### config.mk
export PLATFORM = sky130hd
export DESIGN_NAME = plfmu_top
export DESIGN_NICKNAME = d
export VERILOG_FILES = /design/src/common/plfmu_pkg.sv /design/src/plfmu_pregfile.sv /design/src/plfmu_top.sv
export VERILOG_INCLUDE_DIRS = /design/src /design/src/common
export SDC_FILE = /design/constraint.sdc
export NUM_CORES = 1
export LEC_CHECK = 0
export BUFFER_PORTS_ARGS = -buffer_cell sky130_fd_sc_hd__buf_2
export CORE_MARGIN = 2
export CORE_UTILIZATION = 45
export DETAILED_ROUTE_END_ITERATION = 7
export PLACE_DENSITY_LB_ADDON = 0.05
export SLEW_MARGIN = 20
export SYNTH_ARGS = -nofsm -noshare
export SYNTH_HDL_FRONTEND = slang
export SYNTH_SLANG_ARGS = --single-unit
export TNS_END_PERCENT = 100
### constraint.sdc
create_clock -name clk_sys -period 2.2 [get_ports clk_sys]
set_input_delay 0.22 -clock clk_sys [delete_from_list [all_inputs] [get_ports clk_sys]]
set_output_delay 0.22 -clock clk_sys [all_outputs]
set_load 0.1 [all_outputs]
### src/common/plfmu_cfg.svh
/*
 * constants for the predicate logic and fault mask unit: widths, opcode
 * codes, apb register offsets and reset values.
 * assumes inclusion by bare name from design files.
 */
`ifndef PLFMU_CFG_SVH
`define PLFMU_CFG_SVH

// --------------------------------------------------------------------------
// widths
// --------------------------------------------------------------------------
`define PLFMU_PW          16
`define PLFMU_PREGS       16
`define PLFMU_RIDX_W      4
`define PLFMU_OP_W        4

// --------------------------------------------------------------------------
// operation codes
// --------------------------------------------------------------------------
`define PLFMU_OP_NOP            4'h0
`define PLFMU_OP_NOT            4'h1
`define PLFMU_OP_NOT_FLAGS      4'h2
`define PLFMU_OP_ORN            4'h3
`define PLFMU_OP_ORN_FLAGS      4'h4
`define PLFMU_OP_OR             4'h5
`define PLFMU_OP_OR_FLAGS       4'h6
`define PLFMU_OP_TEST           4'h7
`define PLFMU_OP_MRD            4'h8
`define PLFMU_OP_MRD_PRED       4'h9
`define PLFMU_OP_MRD_FLAGS      4'hA
`define PLFMU_OP_MINIT          4'hB
`define PLFMU_OP_MWRITE         4'hC

// --------------------------------------------------------------------------
// apb map
// --------------------------------------------------------------------------
`define PLFMU_A_CTRL      12'h000
`define PLFMU_A_MASK      12'h004
`define PLFMU_A_FLAGS     12'h008
`define PLFMU_A_COUNT     12'h00C
`define PLFMU_CTRL_INIT   0
`define PLFMU_MASK_RST    16'hFFFF
`define PLFMU_ZERO_PRED   16'h0000
`define PLFMU_ONE_CNT     16'h0001

`endif

### src/common/plfmu_pkg.sv
/*
 * types shared by the predicate logic and fault mask unit.
 * assumes plfmu_cfg.svh is on the include path.
 */
`include "plfmu_cfg.svh"
package plfmu_pkg;
    typedef logic [`PLFMU_PW-1:0]     plfmu_pred_t;
    typedef logic [`PLFMU_RIDX_W-1:0] plfmu_ridx_t;
    // flag order n z c v
    typedef struct packed {
        logic n;
        logic z;
        logic c;
        logic v;
    } plfmu_flags_s;
endpackage

### src/plfmu_pregfile.sv
/*
 * predicate register file: two registered read ports, one write port.
 * assumes a single clock and async active-low reset.
 */
`timescale 1ns/1ns
`include "plfmu_cfg.svh"
module plfmu_pregfile (
    // clock and reset
    input  wire logic                 clk_sys,
    input  wire logic                 resetn,
    // write port
    input  wire logic                 wr_en,
    input  wire plfmu_pkg::plfmu_ridx_t wr_idx,
    input  wire plfmu_pkg::plfmu_pred_t wr_data,
    // read ports
    input  wire plfmu_pkg::plfmu_ridx_t rd_a_idx,
    input  wire plfmu_pkg::plfmu_ridx_t rd_b_idx,
    output plfmu_pkg::plfmu_pred_t    rd_a_data,
    output plfmu_pkg::plfmu_pred_t    rd_b_data
);
    typedef struct packed {
        plfmu_pkg::plfmu_pred_t [`PLFMU_PREGS-1:0] mem;
        plfmu_pkg::plfmu_pred_t                     a;
        plfmu_pkg::plfmu_pred_t                     b;
    } plfmu_rf_s;

    plfmu_rf_s st_reg;
    plfmu_rf_s st_next;

    // read before write: a same-cycle write shows on the next read
    always_comb begin
        st_next   = st_reg;
        st_next.a = st_reg.mem[rd_a_idx];
        st_next.b = st_reg.mem[rd_b_idx];
        if (wr_en) begin
            st_next.mem[wr_idx] = wr_data;
        end
    end

    always_ff @(posedge clk_sys or negedge resetn) begin
        if (!resetn) begin
            st_reg <= '0;
        end else begin
            st_reg <= st_next;
        end
    end

    assign rd_a_data = st_reg.a;
    assign rd_b_data = st_reg.b;
endmodule

### src/plfmu_top.sv
/*
 * predicate logic and fault mask unit: executes predicate logic ops and
 * fault mask ops from the issue stage; apb gives software a view.
 * assumes the issue stage holds an op until op_ready and keeps
 * governing predicates canonical.
 */
// Design decisions made here: the register offsets and the APB slave port.
`timescale 1ns/1ns
`include "plfmu_cfg.svh"

module plfmu_top (
    // clock and reset
    input  wire logic                   clk_sys,
    input  wire logic                   resetn,
    // issue port
    input  wire logic                   op_valid,
    output logic                        op_ready,
    input  wire logic [`PLFMU_OP_W-1:0] op_code,
    input  wire plfmu_pkg::plfmu_ridx_t op_dst,
    input  wire plfmu_pkg::plfmu_ridx_t op_src_a,
    input  wire plfmu_pkg::plfmu_ridx_t op_src_b,
    input  wire plfmu_pkg::plfmu_ridx_t op_gov,
    // result port
    output logic                        res_valid,
    output plfmu_pkg::plfmu_pred_t      res_pred,
    output logic                        res_pred_wr,
    output plfmu_pkg::plfmu_flags_s     res_flags,
    output logic                        res_flags_wr,
    // apb slave
    input  wire logic                   psel,
    input  wire logic                   penable,
    input  wire logic                   pwrite,
    input  wire logic [11:0]            paddr,
    input  wire logic [31:0]            pwdata,
    output logic                        pready,
    output logic [31:0]                 prdata,
    output logic                        pslverr
);
    // ----------------------------------------------------------------------
    // state
    // ----------------------------------------------------------------------
    typedef enum logic [0:0] { PLFMU_IDLE, PLFMU_EXEC } plfmu_state_e;

    // rv, rpw and rfw are one-cycle pulses; rp holds until the next op
    // completes and rf until the next flag op, so the issue stage may look late
    typedef struct packed {
        plfmu_state_e             state;
        logic [`PLFMU_OP_W-1:0]   op;
        plfmu_pkg::plfmu_ridx_t   dst;
        plfmu_pkg::plfmu_pred_t   mask;
        plfmu_pkg::plfmu_flags_s  nzcv;
        logic                     rv;
        plfmu_pkg::plfmu_pred_t   rp;
        logic                     rpw;
        plfmu_pkg::plfmu_flags_s  rf;
        logic                     rfw;
        logic                     ctrl_hold;
        logic [15:0]              op_count;
        logic [31:0]              prdata;
        logic                     pslverr;
    } plfmu_top_s;

    plfmu_top_s st_reg;
    plfmu_top_s st_next;

    plfmu_pkg::plfmu_pred_t rf_a;
    plfmu_pkg::plfmu_pred_t rf_b;
    logic                   rf_wr;
    plfmu_pkg::plfmu_pred_t rf_wdata;
    plfmu_pkg::plfmu_ridx_t rf_a_idx;
    logic                   apb_acc;

    // ----------------------------------------------------------------------
    // helpers
    // ----------------------------------------------------------------------
    // n from first element, z if none true, c if last element false
    function automatic plfmu_pkg::plfmu_flags_s pred_flags(
        input plfmu_pkg::plfmu_pred_t r);
        plfmu_pkg::plfmu_flags_s f;
        f.n = r[0];
        f.z = (r == `PLFMU_ZERO_PRED);
        f.c = ~r[`PLFMU_PW-1];
        f.v = 1'b0;
        return f;
    endfunction

    // ops whose result feeds the condition flags
    function automatic logic is_flag_op(input logic [`PLFMU_OP_W-1:0] o);
        logic f;
        case (o)
            `PLFMU_OP_NOT_FLAGS,
            `PLFMU_OP_ORN_FLAGS,
            `PLFMU_OP_OR_FLAGS,
            `PLFMU_OP_TEST,
            `PLFMU_OP_MRD_FLAGS: f = 1'b1;
            default:             f = 1'b0;
        endcase
        return f;
    endfunction

    // ops whose result lands in the destination predicate register;
    // unknown codes write nothing so a bad decode cannot corrupt state
    function automatic logic writes_pred(input logic [`PLFMU_OP_W-1:0] o);
        logic w;
        case (o)
            `PLFMU_OP_NOT,
            `PLFMU_OP_NOT_FLAGS,
            `PLFMU_OP_ORN,
            `PLFMU_OP_ORN_FLAGS,
            `PLFMU_OP_OR,
            `PLFMU_OP_OR_FLAGS,
            `PLFMU_OP_MRD,
            `PLFMU_OP_MRD_PRED,
            `PLFMU_OP_MRD_FLAGS: w = 1'b1;
            default:             w = 1'b0;
        endcase
        return w;
    endfunction

    // predicated mask reads take the governing predicate on port a
    function automatic logic uses_gov(input logic [`PLFMU_OP_W-1:0] o);
        return (o == `PLFMU_OP_MRD_PRED) || (o == `PLFMU_OP_MRD_FLAGS);
    endfunction

    // one decode of the apb map for the error path
    function automatic logic apb_mapped(input logic [11:0] a);
        logic m;
        if (a == `PLFMU_A_CTRL) begin
            m = 1'b1;
        end else if (a == `PLFMU_A_MASK) begin
            m = 1'b1;
        end else if (a == `PLFMU_A_FLAGS) begin
            m = 1'b1;
        end else if (a == `PLFMU_A_COUNT) begin
            m = 1'b1;
        end else begin
            m = 1'b0;
        end
        return m;
    endfunction

    // the issue fields only matter in the cycle an op is taken; the
    // file latches its read every cycle, so an idle read is harmless
    assign rf_a_idx = uses_gov(op_code) ? op_gov : op_src_a;

    plfmu_pregfile u_rf (
        .clk_sys   (clk_sys),
        .resetn    (resetn),
        .wr_en     (rf_wr),
        .wr_idx    (st_reg.dst),
        .wr_data   (rf_wdata),
        .rd_a_idx  (rf_a_idx),
        .rd_b_idx  (op_src_b),
        .rd_a_data (rf_a),
        .rd_b_data (rf_b)
    );

    assign apb_acc = psel & penable;

    // ----------------------------------------------------------------------
    // next state
    // ----------------------------------------------------------------------
    // two-cycle op: operands are read a cycle before the result forms
    always_comb begin
        plfmu_pkg::plfmu_pred_t r;
        r        = `PLFMU_ZERO_PRED;
        st_next  = st_reg;
        st_next.rv  = 1'b0;
        st_next.rpw = 1'b0;
        st_next.rfw = 1'b0;
        rf_wr    = 1'b0;
        rf_wdata = `PLFMU_ZERO_PRED;
        case (st_reg.state)
            PLFMU_IDLE: begin
                // ctrl_hold stalls the take exactly as op_ready shows it
                if (op_valid && !st_reg.ctrl_hold) begin
                    st_next.op    = op_code;
                    st_next.dst   = op_dst;
                    st_next.state = PLFMU_EXEC;
                end
            end
            PLFMU_EXEC: begin
                st_next.state = PLFMU_IDLE;
                case (st_reg.op)
                    // plain logic on one or two operand predicates
                    `PLFMU_OP_NOT, `PLFMU_OP_NOT_FLAGS: begin
                        r = ~rf_a;
                    end
                    `PLFMU_OP_ORN, `PLFMU_OP_ORN_FLAGS: begin
                        r = rf_a | ~rf_b;
                    end
                    `PLFMU_OP_OR, `PLFMU_OP_OR_FLAGS: begin
                        r = rf_a | rf_b;
                    end
                    // test only feeds the flags, the bus below reads zero
                    `PLFMU_OP_TEST: begin
                        r = rf_a;
                    end
                    // mask reads, plain and under a governing predicate
                    `PLFMU_OP_MRD: begin
                        r = st_reg.mask;
                    end
                    `PLFMU_OP_MRD_PRED, `PLFMU_OP_MRD_FLAGS: begin
                        r = st_reg.mask & rf_a;
                    end
                    // mask updates; a software write in this cycle loses
                    `PLFMU_OP_MINIT: begin
                        st_next.mask = `PLFMU_MASK_RST;
                    end
                    `PLFMU_OP_MWRITE: begin
                        st_next.mask = rf_a;
                    end
                    default: begin
                        r = `PLFMU_ZERO_PRED;
                    end
                endcase
                st_next.rv  = 1'b1;
                // test and mask updates write no predicate register
                st_next.rpw = writes_pred(st_reg.op);
                // the result bus reads zero whenever nothing is written
                st_next.rp  = st_next.rpw ? r : `PLFMU_ZERO_PRED;
                rf_wr    = st_next.rpw;
                rf_wdata = r;
                if (is_flag_op(st_reg.op)) begin
                    st_next.rf   = pred_flags(r);
                    st_next.rfw  = 1'b1;
                    st_next.nzcv = pred_flags(r);
                end
                st_next.op_count = st_reg.op_count + `PLFMU_ONE_CNT;
            end
            default: st_next.state = PLFMU_IDLE;
        endcase

        // apb: zero-wait, registered read data
        st_next.pslverr = 1'b0;
        if (psel && !penable) begin
            // read word is latched at setup so it stands through access
            st_next.prdata  = 32'h0000_0000;
            st_next.pslverr = !apb_mapped(paddr);
            if (paddr == `PLFMU_A_CTRL) begin
                st_next.prdata[0] = st_reg.ctrl_hold;
            end else if (paddr == `PLFMU_A_MASK) begin
                st_next.prdata[`PLFMU_PW-1:0] = st_reg.mask;
            end else if (paddr == `PLFMU_A_FLAGS) begin
                st_next.prdata[3:0] = st_reg.nzcv;
            end else if (paddr == `PLFMU_A_COUNT) begin
                st_next.prdata[15:0] = st_reg.op_count;
            end
        end else if (apb_acc) begin
            st_next.pslverr = st_reg.pslverr;
            // a same-cycle unit update of the mask wins over software
            if (pwrite && paddr == `PLFMU_A_CTRL) begin
                st_next.ctrl_hold = pwdata[0];
            end else if (pwrite && paddr == `PLFMU_A_MASK &&
                         st_reg.state == PLFMU_IDLE) begin
                st_next.mask = pwdata[`PLFMU_PW-1:0];
            end
        end
    end

    // ----------------------------------------------------------------------
    // registers
    // ----------------------------------------------------------------------
    // reset leaves the mask all true: a first read finds every element
    // loaded, the same as a freshly initialised mask
    always_ff @(posedge clk_sys or negedge resetn) begin
        if (!resetn) begin
            st_reg           <= '0;
            st_reg.state     <= PLFMU_IDLE;
            st_reg.mask      <= `PLFMU_MASK_RST;
            st_reg.ctrl_hold <= 1'(`PLFMU_CTRL_INIT);
        end else begin
            st_reg <= st_next;
        end
    end

    // ----------------------------------------------------------------------
    // outputs
    // ----------------------------------------------------------------------
    // issue handshake is combinational: a held op is taken on the next edge
    assign op_ready     = (st_reg.state == PLFMU_IDLE) && !st_reg.ctrl_hold;

    // result port straight from flops, so the issue stage sees clean pulses
    assign res_valid    = st_reg.rv;
    assign res_pred     = st_reg.rp;
    assign res_pred_wr  = st_reg.rpw;
    assign res_flags    = st_reg.rf;
    assign res_flags_wr = st_reg.rfw;

    // apb never stretches; the error only shows in the access phase
    assign pready       = 1'b1;
    assign prdata       = st_reg.prdata;
    assign pslverr      = st_reg.pslverr & apb_acc;
endmodule

==> results of run 1 <==
power by group through the flow:
stage / Sequential, mW / Combinational (mW) / Clock [mW]
2_1_floorplan: 9.13 / 4.38 / 0
3_3_place_gp: 9.63 / 6.21 / 0
3_5_place_dp: 9.66 / 6.30 / 0
4_1_cts: 9.59 / 7.42 / 7.22
5_1_grt: 9.81 / 8.11 / 7.49
6_report: 9.65 / 7.68 / 7.10
worst max-delay path: stages (launching register included):
cell,delay [ns]
dfrtp_2,0.46
buf_6,0.15
or4_4,0.49
o2111ai_4,0.15
inv_2,0.09
buf_6,0.14
nand3b_4,0.07
or3_4,0.25
buf_12,0.18
mux2_4,0.30
synth_stat cells (9+ instances only):
master	n	area share [%]
buf_2	39	1.0
buf_4	62	2.4
mux2i_1	108	5.6
buf_1	13	0.25
dfrtp_1	353	45
mux2_2	243	14
nand2b_1	19	0.61
nand3_1	9	0.23
nand2_1	173	3.3
nand4_1	10	0.32
and4_1	11	0.50
nor3b_1	11	0.42
nor2b_1	22	0.71
nor3_1	16	0.41
clkbuf_1	45	0.87
a311o_1	11	0.57
mux4_2	80	9.3
and3_1	9	0.29
dfstp_2	16	2.2
inv_1	18	0.35
nor2_1	47	0.91
a32oi_1	40	1.8
maj3_1	13	0.67
xnor2_1	9	0.41
o21ai_0	63	1.6
o22ai_1	57	1.8
metrics by stage:
stage	utilization, %	setup TNS (ns)	setup WS [ns]	cell area (um2)
4_1_cts	58.8	-28.26	-0.171	25200
3_5_place_dp	51.4	-81.87	-0.405	22100
5_1_grt	60.0	-48.54	-0.251	25700
2_1_floorplan	-	-1.27	-0.0299	19700
6_report	60.0	-33.50	-0.213	25700
3_3_place_gp	51.4	-77.14	-0.413	22100
timing repair:
item,CTS,global route
endpoints found under the setup margin,267,271
pin swaps,32,13
buffers inserted,48,23
hold buffers,25,0
endpoints found under the hold margin,179,0
cloned,16,6
gates resized for setup,213,86
routing by layer:
metal  vias to the layer above  GRT usage, %  share of wire (%)
met2                       508          47.7                 49
met3                       129          4.98                5.7
met5                         -             0                  0
li1                       6432             -                  -
met4                         0          13.3                4.0
met1                      7649          38.3                 41
logic make-up (layout without fill, tap and decap cells):
group                      Yosys count  after routing  share of synthesized area, %
and+or+nand+nor                    359            364                          8.86
buffers and inverters              181            482                          4.99
muxes                              433            433                          29.0
DFF                                369            369                          47.6
AOI/OAI and AO/OA                  212            212                          7.79
other                                2             19                        0.0386
xor gates and xnor gates            17             17                         0.804
adders and majority gates           18             18                         0.964
final cells by class:
cell class                 instances  share of cell area [%]
antenna                            1                 0.00972
clock buffer                      70                    5.17
clock inverter                     4                   0.175
inverter                          21                   0.345
multi-input combinational       1062                    40.6
sequential                       369                    36.0
tap                              585                    2.84
timing repair buffer             387                    14.9
path summary, 6_finish.rpt:
path	from	endpoint
setup / recovery	st_reg[98]	u_rf.st_reg[111]
hold / removal	psel	st_reg[0]
setup reg to reg	st_reg[98]	u_rf.st_reg[111]
hold reg to reg	prdata[0]	prdata[0]
max in group asynchronous	resetn	st_reg[83]
min in group asynchronous	resetn	st_reg[93]
==> results_dict.tcl, run 1 <==
set metrics [dict create \
    status "complete, but fails checks" \
    violations "negative setup slack" \
    clock-sinks 369 \
    async_reset_ff_share_pct 100 \
    drv_cap 0 \
    place.gp.congestion 0.830 \
    start_util_pct 45.4 \
    yosysWarnings 0 \
    fillers 3434 \
    ys_seq_area_share_pct 47.6 \
    mostFrequentLayoutCells "dfrtp_1 (348), nand2_1 (169), buf_4 (155)" \
    fin_cells 2499 \
    multiInputGateArea_um2 10400 \
    clock_latency_ns 0.58 \
    grt_pass1_wl_um 96300 \
    dr.pass1.iters 5 \
    die-area_um2 44900 \
    final_common_cell "dfrtp_1" \
    drive_above_1_share_pct 45.9 \
    dp_cells 2322 \
    post-dp-hpwl_um 41400 \
    clockBufferDepth 3 \
    cts_tree "done" \
    clk_pin_slew_ns 0.06 \
    synth_cells 1591 \
    cts-htree-levels 2 \
    p_seq_share_pct 39.5 \
    final_max_slew_viol_count 0 \
    worst_slack_ns -0.213 \
    finalClockSkew_ns 0.0157 \
    ys_ff_latch 369 \
    arrival_ns 2.87 \
    grt_max_degree 63 \
    synth_area_per_cell_um2 12.2 \
    cp.required_ns 2.65 \
    grt_pass1_vias 14900 \
    vias_per_cell 5.89 \
    power_switching_mw 8.23 \
    r2r_cells 9 \
    period_share_pct 110 \
    hold_path_class "input port to flop" \
    finalCriticalPeriod_ns 2.41 \
    root_buffer "clkbuf_16" \
    totalPowerFinal_mw 24.4 \
    io_pins 128 \
    holdWs_ns 0.0538 \
    die_w_um 212 \
    die_h_um 212 \
    swShare_pct 33.7 \
    grt_overflow 0 \
    worst_pin_slew_ns 0.839 \
    nets 1955 \
    drt_iter0_markers 1140 \
    start_kind "flop" \
    wire_per_inst_um 26.4 \
    fmax_ghz 0.414 \
    critPathMaxFanout 5 \
    share_comb_of_total_power_pct 31.4 \
    wl_um 66000 \
    synth_flop_cell "dfrtp_1" \
    area_delta_synth_final_pct 32.3 \
    internal-power_mw 16.2 \
    register_area_um2 9260 \
    synth_edf_count 0 \
    vdd_drop_max_mv 0.500 \
    route.detailed.drc 0 \
    antenna_found_initial 3 \
    syn-cell-area_um2 19500 \
    hold-path-cell-count 3 \
    yosysUniqueCellTypes 61 \
    finalSetupViolations 259 \
    hold_violations 0 \
    coreArea_um2 42900 \
    tritoncts.num_buffers 43 \
    num_rows 76 \
    rsz0062_at_grt "true" \
    clkPwrFrac_pct 29.0 \
    track_usage_pct 29.3 \
    largest_reg_flops 256 \
    numPortBuffers 93 \
    ant_nets 0 \
    powerDensity_nw_per_um2 949 \
    p_leak_nw 11.7 \
    r2r_slack_ns -0.21 \
    via_count 14700 \
    critPathKind "flop to flop" \
    endpoint_kind "flop" \
    slew_headroom_pct 43.8 \
]
Note: power is estimated with default switching activity, not from simulation.
==> run 2, diff against run 1 <==
==> constraint.sdc (replaced) <==
create_clock -name clk_sys -period 2.2 [get_ports clk_sys]
set_input_delay 0.22 -clock clk_sys [delete_from_list [all_inputs] [get_ports clk_sys]]
set_output_delay 0.22 -clock clk_sys [all_outputs]
set_load 0.05 [all_outputs]
==> results_dict.tcl, run 2 (synthesis gave the netlist of run 1 again) <==
set metrics [dict create \
    status "complete, but fails checks" \
    violations "negative setup slack" \
    largest_reg_flops 256 \
    fillers 3476 \
    finalSetupTns_ns -31.44 \
    rsz0062_at_grt "true" \
    finalCriticalPeriod_ns 2.41 \
    ant_nets 0 \
    clockBufferDepth 3 \
    p_leak_nw 11.8 \
    worst_pin_slew_ns 1.06 \
    mostFrequentLayoutCells "dfrtp_1 (351), buf_4 (186), nand2_1 (167)" \
    numPortBuffers 93 \
    root_buffer "clkbuf_16" \
    endpoint_kind "flop" \
    start_util_pct 45.4 \
    clk_pin_slew_ns 0.06 \
    crit_start "st_reg[98]" \
    arrival_ns 2.87 \
    powerDensity_nw_per_um2 940 \
    hold_path_class "input port to flop" \
    tritoncts.num_buffers 44 \
    critPathMaxFanout 8 \
    track_usage_pct 31.2 \
    clock_latency_ns 0.59 \
    worst_slack_ns -0.209 \
    antenna_found_initial 0 \
    die_h_um 212 \
    nets 1978 \
    slew_headroom_pct 28.8 \
    finalClockSkew_ns 0.0164 \
    via_count 15000 \
    cp.required_ns 2.66 \
    cts_tree "done" \
    final_max_slew_viol_count 0 \
    start_kind "flop" \
    final_common_cell "dfrtp_1" \
    num_rows 76 \
    coreArea_um2 42900 \
    finalSetupViolations 252 \
    grt_overflow 0 \
    drt_iter0_markers 1373 \
    wl_um 69300 \
    fmax_ghz 0.415 \
    die_w_um 212 \
    post-dp-hpwl_um 42000 \
    grt_max_degree 70 \
    hold_violations 0 \
    vias_per_cell 5.94 \
    detailedPlace.worstSlack_ns -0.468 \
    route.detailed.drc 0 \
    dr.pass1.iters 6 \
    critPathKind "flop to flop" \
    wire_per_inst_um 27.5 \
    vdd_drop_max_mv 0.598 \
    rr_startpoint "st_reg[98]" \
    area_delta_synth_final_pct 32.4 \
    die-area_um2 44900 \
    hp-start "penable" \
    place.gp.congestion 0.867 \
    cts-htree-levels 2 \
    period_share_pct 110 \
    drive_above_1_share_pct 46.3 \
    grt_pass1_vias 15300 \
    drv_cap 0 \
    clock-sinks 369 \
    grt_pass1_wl_um 102000 \
    io_pins 128 \
]
==> run 2: final timing paths <==
path                               endpoint  cells past startpoint  slack, ns
max                        u_rf.st_reg[285]                     10      -0.21
min                               st_reg[0]                      3       0.05
max reg2reg                u_rf.st_reg[285]                     10      -0.21
min reg2reg                      prdata[13]                      2       0.47
max in group asynchronous        prdata[15]                      3       1.17
min in group asynchronous       res_pred_wr                      2       0.23
==> run 2: cell type report <==
type | instances | area, um2 | area share [%]
multi-input cells | 1061 | 10200 | 39.7
flip-flops and latches | 369 | 9260 | 35.9
repair buffers | 409 | 3980 | 15.4
clock buffers | 63 | 1270 | 4.94
well taps | 585 | 732 | 2.84
clock inverters | 15 | 185 | 0.719
inverters | 21 | 93.8 | 0.364
repair inverters | 1 | 11.3 | 0.0437
diodes | 1 | 2.50 | 0.00971
==> run 2: per-stage QoR <==
step                hold WS (ns)  utilization [%]  power (mW)  cell area [um2]  instances
floorplan                -0.0756                -        13.0            19700       1607
global placement           0.247             51.6        15.4            22100       2331
detailed placement         0.250             51.6        15.5            22100       2331
CTS                       0.0312             58.9        23.9            25300       2506
global route              0.0768             60.1        25.2            25800       2524
finish                    0.0507             60.1        24.2            25800       2525
==> run 2: worst max-delay path: stages, from the launching register on <==
cell and delay [ns]:
dfrtp_2 0.44, buf_6 0.15, xnor2_4 0.25, buf_6 0.17, nor3_2 0.04, a311o_1 0.32, a211oi_2 0.27, buf_4 0.19
nor2b_4 0.06, buf_6 0.14, mux2_4 0.26
==> run 2: report_power, final <==
group	internal (mW)	switching (mW)	leakage, nW
sequential	8.25	1.42	4.97
combinational	3.63	3.44	6.12
clock	4.48	3.00	0.721
==> run 2: what timing repair did <==
item                                   4_1_cts  5_1_grt
cloned                                      20        5
pin swaps                                   22       22
setup buffers                               53       14
hold buffers                                25        0
setup endpoints to repair                  260      265
gates resized for setup                    155       97
endpoints found under the hold margin       69        0
==> run 2: routing by layer <==
layer	part of all wire (%)	vias to the layer above	wire, um	global-route usage [%]
met4	4.4	0	3040	15.3
li1	-	6491	-	-
met3	6.1	182	4250	4.42
met1	41	7712	28600	41.0
met2	48	618	33500	50.8
met5	0	-	0	0
